### src/host_bus_map.svh
// constants for the host parallel bus front end
`ifndef HOST_BUS_MAP_SVH
`define HOST_BUS_MAP_SVH

// ------------------------------------------------------------
// widths
// ------------------------------------------------------------
`define HB_ADDR_W      16
`define HB_DATA_W      32
`define HB_HALF_W      16
`define HB_SYNC_W      54

// ------------------------------------------------------------
// field positions inside the pin synchroniser vector
// ------------------------------------------------------------
`define HB_SY_RSTN     53
`define HB_SY_CSN      52
`define HB_SY_OEN      51
`define HB_SY_WEN      50
`define HB_SY_ALE      49
`define HB_SY_ADDR_HI  48
`define HB_SY_ADDR_LO  36
`define HB_SY_DATA_HI  35
`define HB_SY_DATA_LO  4
`define HB_SY_PTP3     3
`define HB_SY_MUX      2
`define HB_SY_BORD     1
`define HB_SY_SIZE32   0

// ------------------------------------------------------------
// reset values
// ------------------------------------------------------------
`define HB_STRAP_RST   3'h0
`define HB_ADDR_RST    16'h0000
`define HB_DATA_RST    32'h00000000
`define HB_TIMER_RST   4'h0

`endif

### src/hb_pkg.sv
// types shared by the host parallel bus front end
package hb_pkg;

	// access sequencer states, one-hot
	typedef enum logic [2:0] {
		ST_IDLE  = 3'b001,
		ST_READ  = 3'b010,
		ST_WRITE = 3'b100
	} hbState_t;

endpackage

### src/host_bus_strap_cycle.sv
// host parallel bus front end: straps, chip-select framed access, timer pins
//
// What this block does
// the address is latched at the falling edge of the active-low chip select.
// an access ends at the rising edge of chip select, where the device finishes it.
// while the reset pin is low every register after the pin synchronisers initialises and the straps are sampled.
// the byte-order strap is held at reset release: high little-endian, low big-endian.
// the width strap is held at reset release: high 32-bit data bus, low 16-bit.
// the multiplex strap is held at reset release: high multiplexed, low separate address.
// in separate-address mode the word-aligned address comes from the address pins, with bit two on the latch strobe pin.
// in multiplexed mode the address pins are ignored and the address comes off the data lines.
// timer pins four to seven are outputs that follow the precision timer waveforms.
// timer pin three is either an output of the precision timer or an input to it.
// the data lines are driven only while output enable is held low by the host.
// the host holds write enable low for a write and high for a read over the access.
// in multiplexed mode the host marks the address phase with the latch strobe pin.
// data outputs stay released whenever chip select or output enable is inactive.
`timescale 1ns/1ps
`include "host_bus_map.svh"

module host_bus_strap_cycle (
	// clock and reset
	input  wire logic                  clk_sys,
	input  wire logic                  srst,
	input  wire logic                  resetPinN,
	// strap pins
	input  wire logic                  muxBusStrap,
	input  wire logic                  byteOrderStrap,
	input  wire logic                  busSize32Strap,
	// host bus control pins
	input  wire logic                  csN,
	input  wire logic                  oeN,
	input  wire logic                  weN,
	input  wire logic                  addrLatchStrobe,
	input  wire logic [15:3]           addrLines,
	// host data pins
	input  wire logic [31:0]           dataIn,
	output logic      [31:0]           dataOut,
	output logic      [1:0]            dataOe,
	// latched configuration
	output logic                       muxMode,
	output logic                       littleEndian,
	output logic                       bus32,
	// internal register side
	output logic      [15:0]           regAddr,
	output logic                       regRead,
	output logic                       regWrite,
	output logic      [31:0]           regWrData,
	input  wire logic [31:0]           regRdData,
	output logic                       accessDone,
	// precision timer side
	input  wire logic [3:0]            timerWave,
	input  wire logic                  timerWave3,
	input  wire logic                  ptp3AsInput,
	output logic                       ptpCapture3,
	// timer pins
	output logic                       ptpSyncPin3Out,
	output logic                       ptpSyncPin3Oe,
	input  wire logic                  ptpSyncPin3In,
	output logic                       ptpSyncPin4,
	output logic                       ptpSyncPin5,
	output logic                       ptpSyncPin6,
	output logic                       ptpSyncPin7
);

	// ------------------------------------------------------------
	// pin synchronisers
	// ------------------------------------------------------------
	logic [`HB_SYNC_W-1:0] pinRaw;
	logic [`HB_SYNC_W-1:0] pinSync;

	assign pinRaw = {resetPinN, csN, oeN, weN, addrLatchStrobe, addrLines, dataIn,
		ptpSyncPin3In, muxBusStrap, byteOrderStrap, busSize32Strap};

	sync_2ff #(
		.WIDTH   (`HB_SYNC_W)
	) u_sync (
		.clk_sys (clk_sys),
		.asyncIn (pinRaw),
		.syncOut (pinSync)
	);

	wire        rstPinS = pinSync[`HB_SY_RSTN];
	wire        csS     = pinSync[`HB_SY_CSN];
	wire        oeS     = pinSync[`HB_SY_OEN];
	wire        weS     = pinSync[`HB_SY_WEN];
	wire        aleS    = pinSync[`HB_SY_ALE];
	wire [15:3] addrS   = pinSync[`HB_SY_ADDR_HI:`HB_SY_ADDR_LO];
	wire [31:0] dataS   = pinSync[`HB_SY_DATA_HI:`HB_SY_DATA_LO];
	wire        ptp3S   = pinSync[`HB_SY_PTP3];
	wire [2:0]  strapS  = pinSync[`HB_SY_MUX:`HB_SY_SIZE32];

	// the pin reset and the system reset act alike on every register
	wire devRst = srst | ~rstPinS;

	// ------------------------------------------------------------
	// straps
	// ------------------------------------------------------------
	logic [2:0] strap_q;

	// straps track the pins during reset, so the last reset cycle holds the release value
	always_ff @(posedge clk_sys) begin
		if (devRst) begin
			strap_q <= strapS; // see R03, see R04, see R05
		end
	end

	assign muxMode      = strap_q[2];
	assign littleEndian = strap_q[1];
	assign bus32        = strap_q[0];

	// ------------------------------------------------------------
	// edge detection and address selection
	// ------------------------------------------------------------
	logic       csPrev_q;
	logic       ptp3Prev_q;
	logic [15:0] muxAddr_q;

	wire csFall = csPrev_q & ~csS;
	wire csRise = ~csPrev_q & csS;

	// in multiplexed mode the latch strobe pin is not an address bit
	wire [15:0] sepAddr = {addrS, aleS, 2'b00};
	wire [15:0] muxAddr = {muxAddr_q[15:2], 2'b00};
	wire [15:0] addrSel = muxMode ? muxAddr : sepAddr;

	always_ff @(posedge clk_sys) begin
		if (devRst) begin
			csPrev_q   <= 1'b1;
			ptp3Prev_q <= 1'b0;
			muxAddr_q  <= `HB_ADDR_RST;
		end else begin
			csPrev_q   <= csS;
			ptp3Prev_q <= ptp3S;
			if (muxMode && aleS) begin
				muxAddr_q <= dataS[15:0]; // see R08
			end
		end
	end

	// ------------------------------------------------------------
	// byte order and width
	// ------------------------------------------------------------
	// internal side is little endian; big endian swaps bytes within the bus width
	function automatic logic [31:0] orderBytes(input logic [31:0] d, input logic lit,
		input logic wide);
		logic [31:0] r;
		r = 32'h00000000;
		if (!wide) begin
			r[15:0] = lit ? d[15:0] : {d[7:0], d[15:8]};
		end else begin
			r = lit ? d : {d[7:0], d[15:8], d[23:16], d[31:24]};
		end
		return r;
	endfunction

	wire [31:0] wrOrdered = orderBytes(dataS, littleEndian, bus32);         // see R04
	wire [31:0] rdOrdered = orderBytes(regRdData, littleEndian, bus32);

	// ------------------------------------------------------------
	// access sequencer
	// ------------------------------------------------------------
	hb_pkg::hbState_t state_q;
	hb_pkg::hbState_t state_d;

	always_comb begin
		state_d = state_q;
		unique case (state_q)
			hb_pkg::ST_IDLE: begin
				if (csFall) begin
					state_d = weS ? hb_pkg::ST_READ : hb_pkg::ST_WRITE;
				end
			end
			hb_pkg::ST_READ: begin
				if (csRise) begin
					state_d = hb_pkg::ST_IDLE;
				end
			end
			hb_pkg::ST_WRITE: begin
				if (csRise) begin
					state_d = hb_pkg::ST_IDLE;
				end
			end
			default: state_d = hb_pkg::ST_IDLE;
		endcase
	end

	logic        rdPend_q;
	logic [31:0] readData_q;

	always_ff @(posedge clk_sys) begin
		if (devRst) begin
			state_q    <= hb_pkg::ST_IDLE;
			regAddr    <= `HB_ADDR_RST;
			regRead    <= 1'b0;
			regWrite   <= 1'b0;
			regWrData  <= `HB_DATA_RST;
			accessDone <= 1'b0;
			rdPend_q   <= 1'b0;
			readData_q <= `HB_DATA_RST;
		end else begin
			state_q    <= state_d;
			regRead    <= (state_q == hb_pkg::ST_IDLE) && csFall && weS;
			regWrite   <= (state_q == hb_pkg::ST_WRITE) && csRise;
			accessDone <= (state_q != hb_pkg::ST_IDLE) && csRise;
			rdPend_q   <= regRead;
			if ((state_q == hb_pkg::ST_IDLE) && csFall) begin
				regAddr <= addrSel;
			end
			if ((state_q == hb_pkg::ST_WRITE) && csRise) begin
				regWrData <= wrOrdered;
			end
			if (rdPend_q) begin
				readData_q <= rdOrdered;
			end
		end
	end

	// ------------------------------------------------------------
	// data drivers
	// ------------------------------------------------------------
	// enables follow the synchronised pins, so release lags the host by two
	// cycles; the host must allow that turnaround before it drives the bus
	wire driveEn = (state_q == hb_pkg::ST_READ) & ~csS & ~oeS; // see R11

	assign dataOut = readData_q;
	assign dataOe  = {driveEn & bus32, driveEn};

	// ------------------------------------------------------------
	// timer pins
	// ------------------------------------------------------------
	logic [3:0] timerOut_q;
	logic       ptp3Out_q;
	logic       ptp3Oe_q;
	logic       ptpCap_q;

	genvar ti;
	generate
		for (ti = 0; ti < 4; ti = ti + 1) begin : g_timer
			always_ff @(posedge clk_sys) begin
				if (devRst) begin
					timerOut_q[ti] <= 1'b0;
				end else begin
					timerOut_q[ti] <= timerWave[ti];
				end
			end
		end
	endgenerate

	always_ff @(posedge clk_sys) begin
		if (devRst) begin
			ptp3Out_q <= 1'b0;
			ptp3Oe_q  <= 1'b0;
			ptpCap_q  <= 1'b0;
		end else begin
			ptp3Out_q <= timerWave3;
			ptp3Oe_q  <= ~ptp3AsInput;
			ptpCap_q  <= ptp3AsInput & ptp3S & ~ptp3Prev_q;
		end
	end

	assign ptpSyncPin4    = timerOut_q[0];
	assign ptpSyncPin5    = timerOut_q[1];
	assign ptpSyncPin6    = timerOut_q[2];
	assign ptpSyncPin7    = timerOut_q[3];
	assign ptpSyncPin3Out = ptp3Out_q;
	assign ptpSyncPin3Oe  = ptp3Oe_q;
	assign ptpCapture3    = ptpCap_q;

	// ------------------------------------------------------------
	// assertions
	// ------------------------------------------------------------
	property p_addrLatch;
		@(posedge clk_sys) disable iff (devRst)
		(state_q == hb_pkg::ST_IDLE) && csFall |=> regAddr == $past(addrSel);
	endproperty
	a_addrLatch: assert property (p_addrLatch) else $error("address not latched at cs fall");

	property p_writeAtRise;
		@(posedge clk_sys) disable iff (devRst)
		(state_q == hb_pkg::ST_WRITE) && csRise |=> regWrite && accessDone
			&& state_q == hb_pkg::ST_IDLE;
	endproperty
	a_writeAtRise: assert property (p_writeAtRise) else $error("write not finished at cs rise");

	property p_writeOnlyRise;
		@(posedge clk_sys) disable iff (devRst)
		regWrite |-> $past(csRise) && !$past(csS, 2);
	endproperty
	a_writeOnlyRise: assert property (p_writeOnlyRise) else $error("write strobe without cs rise");

	property p_resetIdle;
		@(posedge clk_sys) disable iff (srst)
		devRst |=> state_q == hb_pkg::ST_IDLE && !regWrite && !regRead && dataOe == 2'b00;
	endproperty
	a_resetIdle: assert property (p_resetIdle) else $error("state not cleared by reset");

	// the synchronisers hold unknowns for the first cycles of system reset
	property p_strapCapture;
		@(posedge clk_sys) disable iff (srst)
		devRst |=> {muxMode, littleEndian, bus32} == $past(strapS);
	endproperty
	a_strapCapture: assert property (p_strapCapture) else $error("strap not sampled in reset");

	property p_strapHold;
		@(posedge clk_sys) disable iff (devRst)
		!$past(devRst) |-> $stable(littleEndian) && $stable(bus32) && $stable(muxMode);
	endproperty
	a_strapHold: assert property (p_strapHold) else $error("strap changed outside reset");

	property p_narrowBus;
		@(posedge clk_sys) disable iff (devRst)
		!bus32 |-> !dataOe[1] && readData_q[31:16] == 16'h0000;
	endproperty
	a_narrowBus: assert property (p_narrowBus) else $error("upper half used on 16-bit bus");

	property p_muxAddr;
		@(posedge clk_sys) disable iff (devRst)
		(state_q == hb_pkg::ST_IDLE) && csFall && muxMode
			|=> regAddr[15:2] == $past(muxAddr_q[15:2]);
	endproperty
	a_muxAddr: assert property (p_muxAddr) else $error("mux address not from data lines");

	property p_drive;
		@(posedge clk_sys) disable iff (devRst)
		dataOe != 2'b00 |-> !oeS && !csS && state_q == hb_pkg::ST_READ;
	endproperty
	a_drive: assert property (p_drive) else $error("data driven without cs and oe");

	property p_timerOut;
		@(posedge clk_sys) disable iff (devRst)
		!$past(devRst) |-> {ptpSyncPin7, ptpSyncPin6, ptpSyncPin5, ptpSyncPin4}
			== $past(timerWave);
	endproperty
	a_timerOut: assert property (p_timerOut) else $error("timer pins do not follow waveform");

	property p_pin3Dir;
		@(posedge clk_sys) disable iff (devRst)
		ptp3AsInput ##1 ptp3AsInput |-> !ptpSyncPin3Oe;
	endproperty
	a_pin3Dir: assert property (p_pin3Dir) else $error("timer pin 3 driven in input mode");

endmodule

### src/sync_2ff.sv
// two-flop synchroniser for a group of asynchronous pin inputs
`timescale 1ns/1ps

module sync_2ff #(
	parameter int WIDTH = 1
) (
	// clock
	input  wire logic             clk_sys,
	// asynchronous side
	input  wire logic [WIDTH-1:0] asyncIn,
	// synchronised side
	output logic      [WIDTH-1:0] syncOut
);

	logic [WIDTH-1:0] stage1_q;

	// ------------------------------------------------------------
	// one chain per bit; no reset so pins never mix with reset logic
	// ------------------------------------------------------------
	genvar gi;
	generate
		for (gi = 0; gi < WIDTH; gi = gi + 1) begin : g_bit
			always_ff @(posedge clk_sys) begin
				stage1_q[gi] <= asyncIn[gi];
				syncOut[gi]  <= stage1_q[gi];
			end
		end
	endgenerate

endmodule

### config.mk
export PLATFORM = sky130hd
export DESIGN_NAME = host_bus_strap_cycle
export DESIGN_NICKNAME = d
export VERILOG_FILES = /design/src/hb_pkg.sv /design/src/host_bus_strap_cycle.sv /design/src/sync_2ff.sv
export VERILOG_INCLUDE_DIRS = /design/src
export SDC_FILE = /design/constraint.sdc
export NUM_CORES = 1
export LEC_CHECK = 0
export ABC_AREA = 1
export BUFFER_PORTS_ARGS = -buffer_cell sky130_fd_sc_hd__clkbuf_2
export CORE_AREA = 3 3 127 129
export CTS_CLUSTER_SIZE = 40
export DETAILED_ROUTE_END_ITERATION = 8
export DIE_AREA = 0 0 130 132
export MAX_ROUTING_LAYER = met4
export PLACE_DENSITY = 0.74
export SLEW_MARGIN = 20
export SYNTH_ARGS = -nofsm -noshare
export SYNTH_HDL_FRONTEND = slang
export SYNTH_SLANG_ARGS = --single-unit
### constraint.sdc
create_clock -name clk_sys -period 1.9 [get_ports clk_sys]
set_input_delay 0.38 -clock clk_sys [delete_from_list [all_inputs] [get_ports clk_sys]]
set_output_delay 0.38 -clock clk_sys [all_outputs]
set_load 0.005 [all_outputs]
==> Word level (Yosys, flattened, before mapping) <==
Index checks and enable logic that the tools add are counted.
{ "word_totals": {"register_bits": 223, "inputBits": 94} }
{ "op_classes": {"n_eq_ne": 6, "muxes": 13, "bitwise_logic": 14, "reduce_logical": 7} }
{ "ops": {"columns": ["cell", "n"], "rows": [
  ["two-way mux 16 bit", 7],
  ["two-way mux 32 bit", 2],
  ["two-way mux 3 bit", 3],
  ["bitwise AND 1 bit", 7],
  ["NOT 1 bit", 6],
  ["one-hot mux 3 bit (2 select lines)", 1],
  ["logical AND 1 bit", 5],
  ["== test 3 x 1 -> 1 bit (second input constant)", 1],
  ["== test 3 x 2 -> 1 bit (second input constant)", 1],
  ["== test 3 bit (second input constant)", 1],
  ["!= test 3 x 1 -> 1 bit (second input constant)", 1],
  ["!= test 2 x 1 -> 1 bit (second input constant)", 1],
  ["!= test 2 bit (second input constant)", 1],
  ["AND reduction 2 bit", 1],
  ["OR reduction 2 bit", 1],
  ["bitwise OR 1 bit", 1]
]} }

==> Longest topological paths before layout <==
Gate-level depths: netlist of run 1.
{ "logic_depth": {"depth_word": 4, "ltp_mapped": 8} }

==> By module <==
Synthesis of run 1 repeated with hierarchy kept, for this count alone.
{ "unflattened": {"cells_unflattened": 938, "hier_area_um2": 7464.7} }
{ "modules_own_cells": {"columns": ["mod", "n_inst", "cells_each", "area_per_inst_um2"], "rows": [
  ["host_bus_strap_cycle", 1, 830, 5302.6],
  ["sync_2ff", 1, 108, 2162.1]
]} }

==> Least setup slack after synthesis of run 1 <==
OpenSTA, ideal clock, no wires.
{ "synth_timing": {"path_kind": "reg-to-output", "from": "register strap_q[0]", "to": "output port dataOe[1]", "t_arrival_ns": 1.155, "slack_ns": 0.365, "stages_incl_launch_ff": 6, "n_path_buf": 3, "cell_sequence": "edfxtp_1 > buf_4 > inv_2 > buf_6 > buf_2 > nor4_1"} }
{ "synth_via": {"elab_chain_cells": 1} }
{ "synth_rtl": {"columns": ["item", "line_no", "source"], "rows": [
  ["start: declaration", "host_bus_strap_cycle.sv:99", "logic [2:0] strap_q;"],
  ["start signal: assignment", "host_bus_strap_cycle.sv:104", "strap_q <= strapS;"],
  ["bitwise AND 1 bit", "host_bus_strap_cycle.sv:227", "assign dataOe = {driveEn & bus32, driveEn};"],
  ["end: declaration", "host_bus_strap_cycle.sv:39", "output logic [1:0] dataOe,"]
]} }
Every way passes these cells.

==> Worst setup path in the final report of run 1 <==
Same ends and word-level chain as after synthesis.

==> results of run 1 <==
==> power by group <==
part	switching, W	leakage [nW]	total, W	internal, W
registers	0.0000841	1.82	0.00485	0.00477
clock network	0.00172	0.361	0.00428	0.00256
logic	0.000383	2.60	0.000692	0.000309
==> per-layer routing <==
layer | up-vias | track usage
li1 | 3361 | -
met1 | 2877 | 0.2713
met2 | 251 | 0.3407
met3 | 41 | 0.05511
met4 | 0 | 0.06236
met5 | - | -
==> final cells by class <==
class | instances | area, sq um | share of cell area
flip-flops and latches | 219 | 4414 | 0.4508
multi-input cells | 600 | 2540 | 0.2594
repair buffers | 256 | 1629 | 0.1664
clock buffers | 28 | 614.3 | 0.06274
inverters | 66 | 247.7 | 0.02530
well taps | 188 | 235.2 | 0.02402
clock inverters | 11 | 111.4 | 0.01137
==> how the worst min path moves through the flow <==
stage,start,to,cells past startpoint
6_report,ptp3AsInput,ptpSyncPin3Oe,2
5_1_grt,ptp3AsInput,ptpSyncPin3Oe,2
4_1_cts,dataIn[10],u_sync.stage1_q[14],1
3_5_place_dp,u_sync.stage1_q[21],u_sync.syncOut[21],0
3_3_place_gp,u_sync.stage1_q[36],u_sync.syncOut[36],0
2_1_floorplan,u_sync.stage1_q[0],u_sync.syncOut[0],0
==> cell families (layout without fill, tap and decap cells) <==
group,Yosys count,count (layout),synth area share
flops,219,219,0.5914
other cells,1,2,0.0005024
compound gates,88,88,0.06369
simple gates,510,510,0.2752
buf+inv,120,361,0.06922
==> placed cells by master, fill, tap and decap left out <==
cell             n
clkbuf_16       23
buf_12           3
clkinv_2         7
inv_1           62
dlygate4sd3_1   54
clkinvlp_4       1
nor2_1         143
conb_1           2
nand2_1        275
o21ai_1          1
nand3_2          1
clkbuf_2       185
edfxtp_1         3
inv_2            4
nor2_4           3
buf_4           13
nand3_1         83
clkbuf_1         3
nor2_2           2
nor4_1           1
buf_2            1
o21a_1          14
bufinv_16        2
dfxtp_1        216
o21ai_0         23
clkinv_4         1
a21oi_1         50
nor3_1           2
clkbuf_8         2
==> critical path, stage by stage (launching register included) <==
cell,delay (ns)
edfxtp_1,0.37
inv_2,0.11
nor4_1,0.28
buf_2,0.17
==> stage by stage <==
stage / area [sq um] / setup WS [ns] / cells / util / power (W)
after floorplan: 7468 / 0.3650 / 939 / - / 0.005295
after global placement: 8523 / 0.5075 / 1275 / 0.5627 / 0.005537
after detailed placement: 8523 / 0.4707 / 1275 / 0.5627 / 0.005547
after CTS: 9759 / 0.05501 / 1365 / 0.6444 / 0.009898
after global routing: 9792 / 0.004030 / 1368 / 0.6465 / 0.01021
final: 9792 / 0.09732 / 1368 / 0.6465 / 0.009829
==> registers in the layout (all words and copies together), names as in the netlist, 3 cells and up <==
signal           count
u_sync.stage1_q     54
u_sync.syncOut      54
dataOut             32
regWrData           32
muxAddr_q           14
regAddr             14
state_q              3
strap_q              3
==> repair_timing <==
item	4_1_cts	5_1_grt
gates resized for setup	0	2
buffers inserted	0	0
endpoints found under the setup margin	0	1
hold buffers	51	3
endpoints found under the hold margin	51	3
==> reports/metrics.cfg, run 1 <==
[logic_synthesis]
ys.flop_type=dfxtp_1
synthArstFlopShare=0
synth_cell_type_count=22
synth_top_area_share=0.5793
synth_most_common_cell=nand2_1
syn-cell-area_sq_mm=0.007465
synth_seq_cells=219
ys_seq_area_frac=0.5914
yosysTopAreaCell=dfxtp_1
synth_cells=938
synth_area_leaders=dfxtp_1 (58%), nand2_1 (14%), nor2_1 (7.2%)
avgSynthCellArea_sq_um=7.958
synthTopCellsByCount=nand2_1 (275), dfxtp_1 (216), nor2_1 (144)
synth_edf_count=3
yosys_warnings=0

[global_route]
grt_remaining_overflow=0
antenna_found_initial=0
grt_max_degree=71
globalRouteTotalUtil=0.2149
grt_pass1_wl_um=29330
grt_pass1_vias=6051

[power]
max-vdd-ir-drop_uv=724.3
power_density_mw_per_mm2=1004
p_leak_nw=4.779

[finish]
fillCellCount=1262
antennaDiodeCount=0
final_nets=1259
areaGrowthSynthToFinish_pct=31.18
layout-drive-gt1-share=0.2102

[timing]
fin_crit_ns=1.803
period_share=0.9488
setup_viol=0
hold_ws_ns=0.06517
tightestPinTransition_ns=0.7163
max_slew_margin=0.5220
hold_viol=0
grt_setup_unrepaired=no
finClkSkew_ns=0.01546
final_max_slew_viol_count=0
tns_ns=0
timing.fmax_mhz=554.7

[setup_path]
worst_ep_arrival_time_ns=1.42
startpoint=strap_q[0]
r2r_start=strap_q[1]
critical_path_class=flip-flop to primary output
crit_end=dataOe[1]
cp.required_ns=1.52
r2r-end=dataOut[13]
cp-end-kind=primary output
cp-start-kind=flip-flop
rrSetupSlack_ns=0.39
worstPathMaxFanout=9
reg2regPathDepth=5

[routing]
drtPass1Iterations=5
top_layer=met4
routedWlPerCell_um=13.52
wl_met1_um=8118
drt-initial-drc-count=498
routed_via_density=4.773
vias=6530
wl_met2_um=8566
route.met3.wl_um=1318
ant_nets=0
wl_um=18500
drc=0

[cts]
root_buffer=clkbuf_16
tritoncts=built
cts.sink_count=219
clock_path_buffers=3
clk_pin_slew_ns=0.06
clkLatencyLatePin_ns=0.50
htreeDepth=1
numCtsBuffers=22

[status]
outcome=finished clean

[floorplanning]
io_pins=189
die_w_um=130
coreArea_sq_mm=0.01515
dieArea_sq_mm=0.01716
row_count=45
die_y_um=132
initial_core_util=0.4929

[placement]
port_buffers=186
dp_hpwl_um=12120
globalplace.congestion=0.8222

[job]
cap_violations=0

[worst_hold_path]
worstHoldPathType=primary input to flip-flop

Power figures use the tool's default switching activity.
==> run 2: changes to the inputs <==
- CAP_MARGIN: not set -> 20
- CELL_PAD_IN_SITES_DETAIL_PLACEMENT: not set -> 1
- CELL_PAD_IN_SITES_GLOBAL_PLACEMENT: not set -> 1
- CORE_AREA: 3 3 127 129 -> 3 3 139 141
- DIE_AREA: 0 0 130 132 -> 0 0 142 144
- GPL_TIMING_DRIVEN: not set -> 0
- PLACE_DENSITY: 0.74 -> not set
- PLACE_DENSITY_LB_ADDON: not set -> 0.1
==> run 2 against run 1 <==
Compared with the run above: routed wire length up 29%; clock skew down 0.0068 ns; sequential power about the same; via count up 6.0%; critical path type unchanged; critical path depth up 1; largest cell class unchanged; worst setup slack worse by 0.037 ns.
==> reports/metrics.cfg, run 2 (same netlist as run 1, synthesis figures left out) <==
[routing]
vias=6919  ; +6.0%
routed_via_density=4.755  ; -0.38%
ant_nets=0  ; unchanged
drtPass1Iterations=4  ; -1
routedWlPerCell_um=16.38  ; +21%
wl_um=23830  ; +29%
drc=0  ; unchanged
drt-initial-drc-count=349  ; -30%

[cts]
numCtsBuffers=24  ; +9.1%
root_buffer=clkbuf_16
clkLatencyLatePin_ns=0.50  ; about the same
cts.sink_count=219  ; unchanged
clock_path_buffers=3  ; unchanged
htreeDepth=1  ; unchanged
tritoncts=built
clk_pin_slew_ns=0.06  ; about the same

[global_route]
grt_max_degree=19  ; -73%
grt.busiest_layer=met2
grt_remaining_overflow=0  ; unchanged
antenna_found_initial=3  ; +3
grt_pass1_vias=7374  ; +22%
grt_pass1_wl_um=38120  ; +30%
use_met1=0.2906  ; +0.01925
globalRouteTotalUtil=0.2398  ; +0.02495
use_met2=0.4104  ; +0.06975
grt_use_met3=0.05093  ; -0.004179

[timing]
final_max_slew_viol_count=0  ; unchanged
period_share=0.9680  ; +0.01926
timing.fmax_mhz=543.7  ; -2.0%
hold_viol=0  ; unchanged
max_slew_margin=0.5789  ; +0.05690
finClkSkew_ns=0.008653  ; -0.006803 ns
tightestPinTransition_ns=0.6317  ; -0.08458 ns
fin_crit_ns=1.839  ; +0.03660 ns
setup_viol=0  ; unchanged

[floorplanning]
row_count=49  ; +8.9%
initial_core_util=0.4127  ; -0.08013
io_pins=189  ; unchanged
coreArea_sq_mm=0.01809  ; +19%
die_w_um=142  ; +9.2%
dieArea_sq_mm=0.02045  ; +19%
die_y_um=144  ; +9.1%

[setup_path]
critical_path_class=flip-flop to primary output
cp.required_ns=1.52  ; about the same
worst_ep_arrival_time_ns=1.46  ; +0.04 ns
worstPathMaxFanout=3  ; -6
cp-start-kind=flip-flop
startpoint=strap_q[0]
r2r_start=u_sync.syncOut[53]
cp-end-kind=primary output

[placement]
placed_cells=1354  ; +6.2%
placed_area_sq_mm=0.008686  ; +1.9%
globalplace.congestion=0.8717  ; +6.0%
dp_hpwl_um=16700  ; +38%
port_buffers=186  ; unchanged

[finish]
layout_commonest_cell=nand2_1
reg.largest.list=u_sync.stage1_q (54), u_sync.syncOut (54)
final_nets=1301  ; +3.3%
fin_cells=1455  ; +6.4%
areaGrowthSynthToFinish_pct=35.03
layout-drive-gt1-share=0.2175  ; +0.007328
fin_util=0.5573  ; -0.08919
layout_common_cells=nand2_1 (274), dfxtp_1 (214), clkbuf_2 (185)
fin_area_sq_mm=0.01008  ; +2.9%

[worst_hold_path]
worstHoldPathType=primary input to flip-flop
hp-start=dataIn[6]

[power]
max-vdd-ir-drop_uv=628.2  ; -13%
p_leak_nw=4.884  ; +2.2%
power_density_mw_per_mm2=1014  ; +0.99%

[job]
cap_violations=0  ; unchanged

[status]
outcome=finished clean

==> run 2: per-stage QoR <==
step	hold WS [ns]	power (W)	setup TNS, ns	setup slack, ns
2_1_floorplan	0.3096	0.005295	0	0.3650
3_3_place_gp	0.3104	0.005594	0	0.1310
3_5_place_dp	0.3132	0.005612	0	0.09457
4_1_cts	0.0006562	0.01033	0	0.01536
5_1_grt	0.004586	0.01065	-0.007201	-0.007201
6_report	0.02181	0.01022	0	0.06073
==> run 2: what timing repair did <==
action / CTS / global route
hold buffers: 53 / 0
gates resized for setup: 11 / 5
setup endpoints to repair: 1 / 2
cloned: 0 / 0
buffers inserted: 3 / 2
pin swaps: 2 / 1
endpoints found under the hold margin: 53 / 0
==> run 2: final timing paths <==
path	to	slack (ns)	cells past startpoint
setup / recovery	dataOe[1]	0.06	4
hold / removal	u_sync.stage1_q[10]	0.02	1
setup reg to reg	dataOut[10]	0.19	7
hold reg to reg	u_sync.syncOut[23]	0.32	0
==> run 2: per-layer routing <==
layer / vias up / share of wire
met4: 0 / 0.023
met1: 3230 / 0.43
met3: 39 / 0.060
li1: 3447 / -
met2: 203 / 0.49
met5: - / 0
==> run 2: critical path, cell delays in order, from the launching register on <==
cell and delay [ns]:
edfxtp_1 0.38, buf_6 0.14, inv_8 0.04, nor4_4 0.24
buf_2 0.16
==> run 2: where the power goes <==
part	switching, W	internal, W	leakage [nW]
combinational	0.000445	0.000318	2.68
sequential	0.0000907	0.00477	1.82
clock	0.00176	0.00283	0.384
total	0.00230	0.00792	4.88
==> run 2: final cells by class <==
cell class | count | area (sq um)
inverters | 66 | 255.2
well taps | 229 | 286.5
flip-flops and latches | 219 | 4419
repair buffers | 244 | 1499
clock inverters | 4 | 73.82
diodes | 3 | 7.507
fillers | 2243 | 8006
clock buffers | 38 | 714.4
plain buffers | 52 | 256.5
multi-input cells | 600 | 2567
==> run 3: changes to the inputs <==
--- a/config.mk
+++ b/config.mk
@@ -20,2 +20,3 @@
 export PLACE_DENSITY_LB_ADDON = 0.1
+export REMOVE_ABC_BUFFERS = 1
 export SLEW_MARGIN = 20
--- a/constraint.sdc
+++ b/constraint.sdc
@@ -3,2 +3,2 @@
 set_output_delay 0.38 -clock clk_sys [all_outputs]
-set_load 0.005 [all_outputs]
+set_load 0.02 [all_outputs]
==> run 3 against run 2 <==
Compared with the run above: global-route usage fell by 2.3 points; count of clock-buffer cells in the layout did not move; critical path depth did not move; via count fell by 3.0%; die area did not move; largest power group unchanged; utilization fell by 0.12 points; critical path type unchanged; fmax fell by 1.6%; power fell by 0.18%; register-to-register slack got worse by 0.07 ns; first-iteration DRC count fell by 21%.
==> reports/metrics.cfg, run 3 (same netlist as run 1, synthesis figures left out) <==
[status]
outcome=finished clean

[timing]
grt_setup_unrepaired=yes
setup_ws_ns=0.03168  ; -0.02905 ns
max_slew_margin=0.5647  ; -0.01419
finClkSkew_ns=0.008548  ; -0.0001055 ns
tightestPinTransition_ns=0.6514  ; +0.01974 ns
tns_ns=0  ; unchanged
period_share=0.9833  ; +0.01529
fin_crit_ns=1.868  ; +0.02905 ns
timing.fmax_mhz=535.2  ; -1.6%
setup_viol=0  ; unchanged
final_max_slew_viol_count=0  ; unchanged
hold_viol=0  ; unchanged

[setup_path]
cp.required_ns=1.52  ; about the same
rrSetupSlack_ns=0.12  ; -0.07 ns
r2r_start=strap_q[1]
cp-start-kind=flip-flop
critical_path_class=flip-flop to primary output
reg2regPathDepth=7  ; unchanged
cp-end-kind=primary output
startpoint=strap_q[0]
r2r-end=regWrData[8]
worst_ep_arrival_time_ns=1.49  ; +0.03 ns
worstPathMaxFanout=40  ; +37

[cts]
cts.sink_count=219  ; unchanged
htreeDepth=1  ; unchanged
clkLatencyLatePin_ns=0.51  ; about the same
numCtsBuffers=24  ; unchanged
tritoncts=built
clock_path_buffers=3  ; unchanged
root_buffer=clkbuf_16
clk_pin_slew_ns=0.06  ; about the same

[finish]
areaGrowthSynthToFinish_pct=34.73
fin_util=0.5561  ; -0.001245
layout-drive-gt1-share=0.2177  ; +0.0002236
layout_common_cells=nand2_1 (273), dfxtp_1 (213), clkbuf_2 (184)
fillCellCount=2211  ; -1.4%
final_nets=1263  ; -2.9%
fin_area_sq_mm=0.01006  ; -0.22%
layout_commonest_cell=nand2_1
antennaDiodeCount=0  ; -3
reg.largest.list=u_sync.stage1_q (54), u_sync.syncOut (54)

[routing]
ant_nets=0  ; unchanged
drc=0  ; unchanged
drt-initial-drc-count=275  ; -21%
routedWlPerCell_um=15.21  ; -7.2%
vias=6709  ; -3.0%
drtPass1Iterations=4  ; unchanged
wl_um=21500  ; -9.8%
routed_via_density=4.745  ; -0.22%

[global_route]
antenna_found_initial=0  ; -3
grt_pass1_vias=6885  ; -6.6%
grt_pass1_wl_um=34910  ; -8.4%
globalRouteTotalUtil=0.2172  ; -0.02263
grt_max_degree=71  ; +52
grt_remaining_overflow=0  ; unchanged

[floorplanning]
initial_core_util=0.4127  ; unchanged
io_pins=189  ; unchanged
die_y_um=144  ; unchanged
row_count=49  ; unchanged
coreArea_sq_mm=0.01809  ; unchanged
die_w_um=142  ; unchanged
dieArea_sq_mm=0.02045  ; unchanged

[placement]
dp_hpwl_um=13540  ; -19%
globalplace.congestion=0.7638  ; -12%
dpl_worst_slack_ns=-0.4838  ; -0.5784 ns
port_buffers=186  ; unchanged
placed_area_sq_mm=0.008574  ; -1.3%

[power]
max-vdd-ir-drop_uv=645.6  ; +2.8%
p_leak_nw=4.843  ; -0.83%
finalPower_w=0.01020  ; -0.18%
power_density_mw_per_mm2=1014  ; about the same

[worst_hold_path]
worstHoldPathType=primary input to flip-flop
hp-start=ptp3AsInput
whs_endpoint=ptpSyncPin3Oe
holdPathStages=2  ; +1

[job]
cap_violations=0  ; unchanged

## run 3: changes by cell type in the layout (fill, tap and decap cells not counted), sizes merged
cell         before  now
dlygate4sd3      53   54
clkinv            2    3
diode             3    0
clkinvlp          0    3
buf              40   19
clkbuf          241  222
inv              66   64
bufinv            2    1
## run 3: stage by stage
| step | std cells | hold WS, ns |
|---|---|---|
| finish | 1414 | 0.05239 |
| global route | 1414 | 0.04947 |
| CTS | 1413 | 0.02985 |
| detailed placement | 1308 | 0.3135 |
| global placement | 1300 | 0.3097 |
| floorplan | 885 | 0.3096 |
## run 3: worst max-delay path by stage
| stage | to | slack [ns] | depth (start not counted) |
|---|---|---|---|
| after floorplan | dataOut[10] | -0.85 | 5 |
| after global placement | dataOut[10] | -2.13 | 5 |
| after detailed placement | regWrData[29] | -0.48 | 8 |
| after CTS | dataOe[1] | -0.03 | 4 |
| after global routing | dataOe[1] | -0.05 | 4 |
| final | dataOe[1] | 0.03 | 4 |
## run 3: report_power, final
group	internal (W)	switching (W)	total, W
Sequential	0.00477	0.0000822	0.00485
Combinational	0.000327	0.000444	0.000771
Clock	0.00280	0.00178	0.00458
## run 3: layout make-up
class                      instances  area, sq um  area share
clock buffer                      38        744.5     0.07402
clock inverter                     4        45.04    0.004479
inverter                          66        281.5     0.02799
multi-input combinational        600         2569      0.2554
sequential                       219         4418      0.4393
tap                              229        286.5     0.02849
timing repair buffer             257         1705      0.1696
timing repair inverter             1        7.507   0.0007465
## run 3: metal layers
| metal | global-route usage | wire length [um] | vias to the layer above |
|---|---|---|---|
| met5 | - | 0 | - |
| li1 | - | - | 3373 |
| met1 | 0.2484 | 9110 | 3133 |
| met4 | 0.06263 | 543 | 0 |
| met2 | 0.3804 | 10580 | 162 |
| met3 | 0.05159 | 1263 | 41 |
## run 3: critical path, cell delays in order, from the launching register on
cell and delay [ns]:
edfxtp_1 0.43, buf_12 0.17, inv_16 0.15, nor4_2 0.05, buf_4 0.16
## run 3: what timing repair did
action                                  in CTS  in global routing
buffers inserted                             8                  1
endpoints found under the setup margin      85                 52
pin swaps                                    3                  1
hold buffers                                54                  0
gates resized for setup                     17                  8
cloned                                       1                  0
endpoints found under the hold margin       54                  0
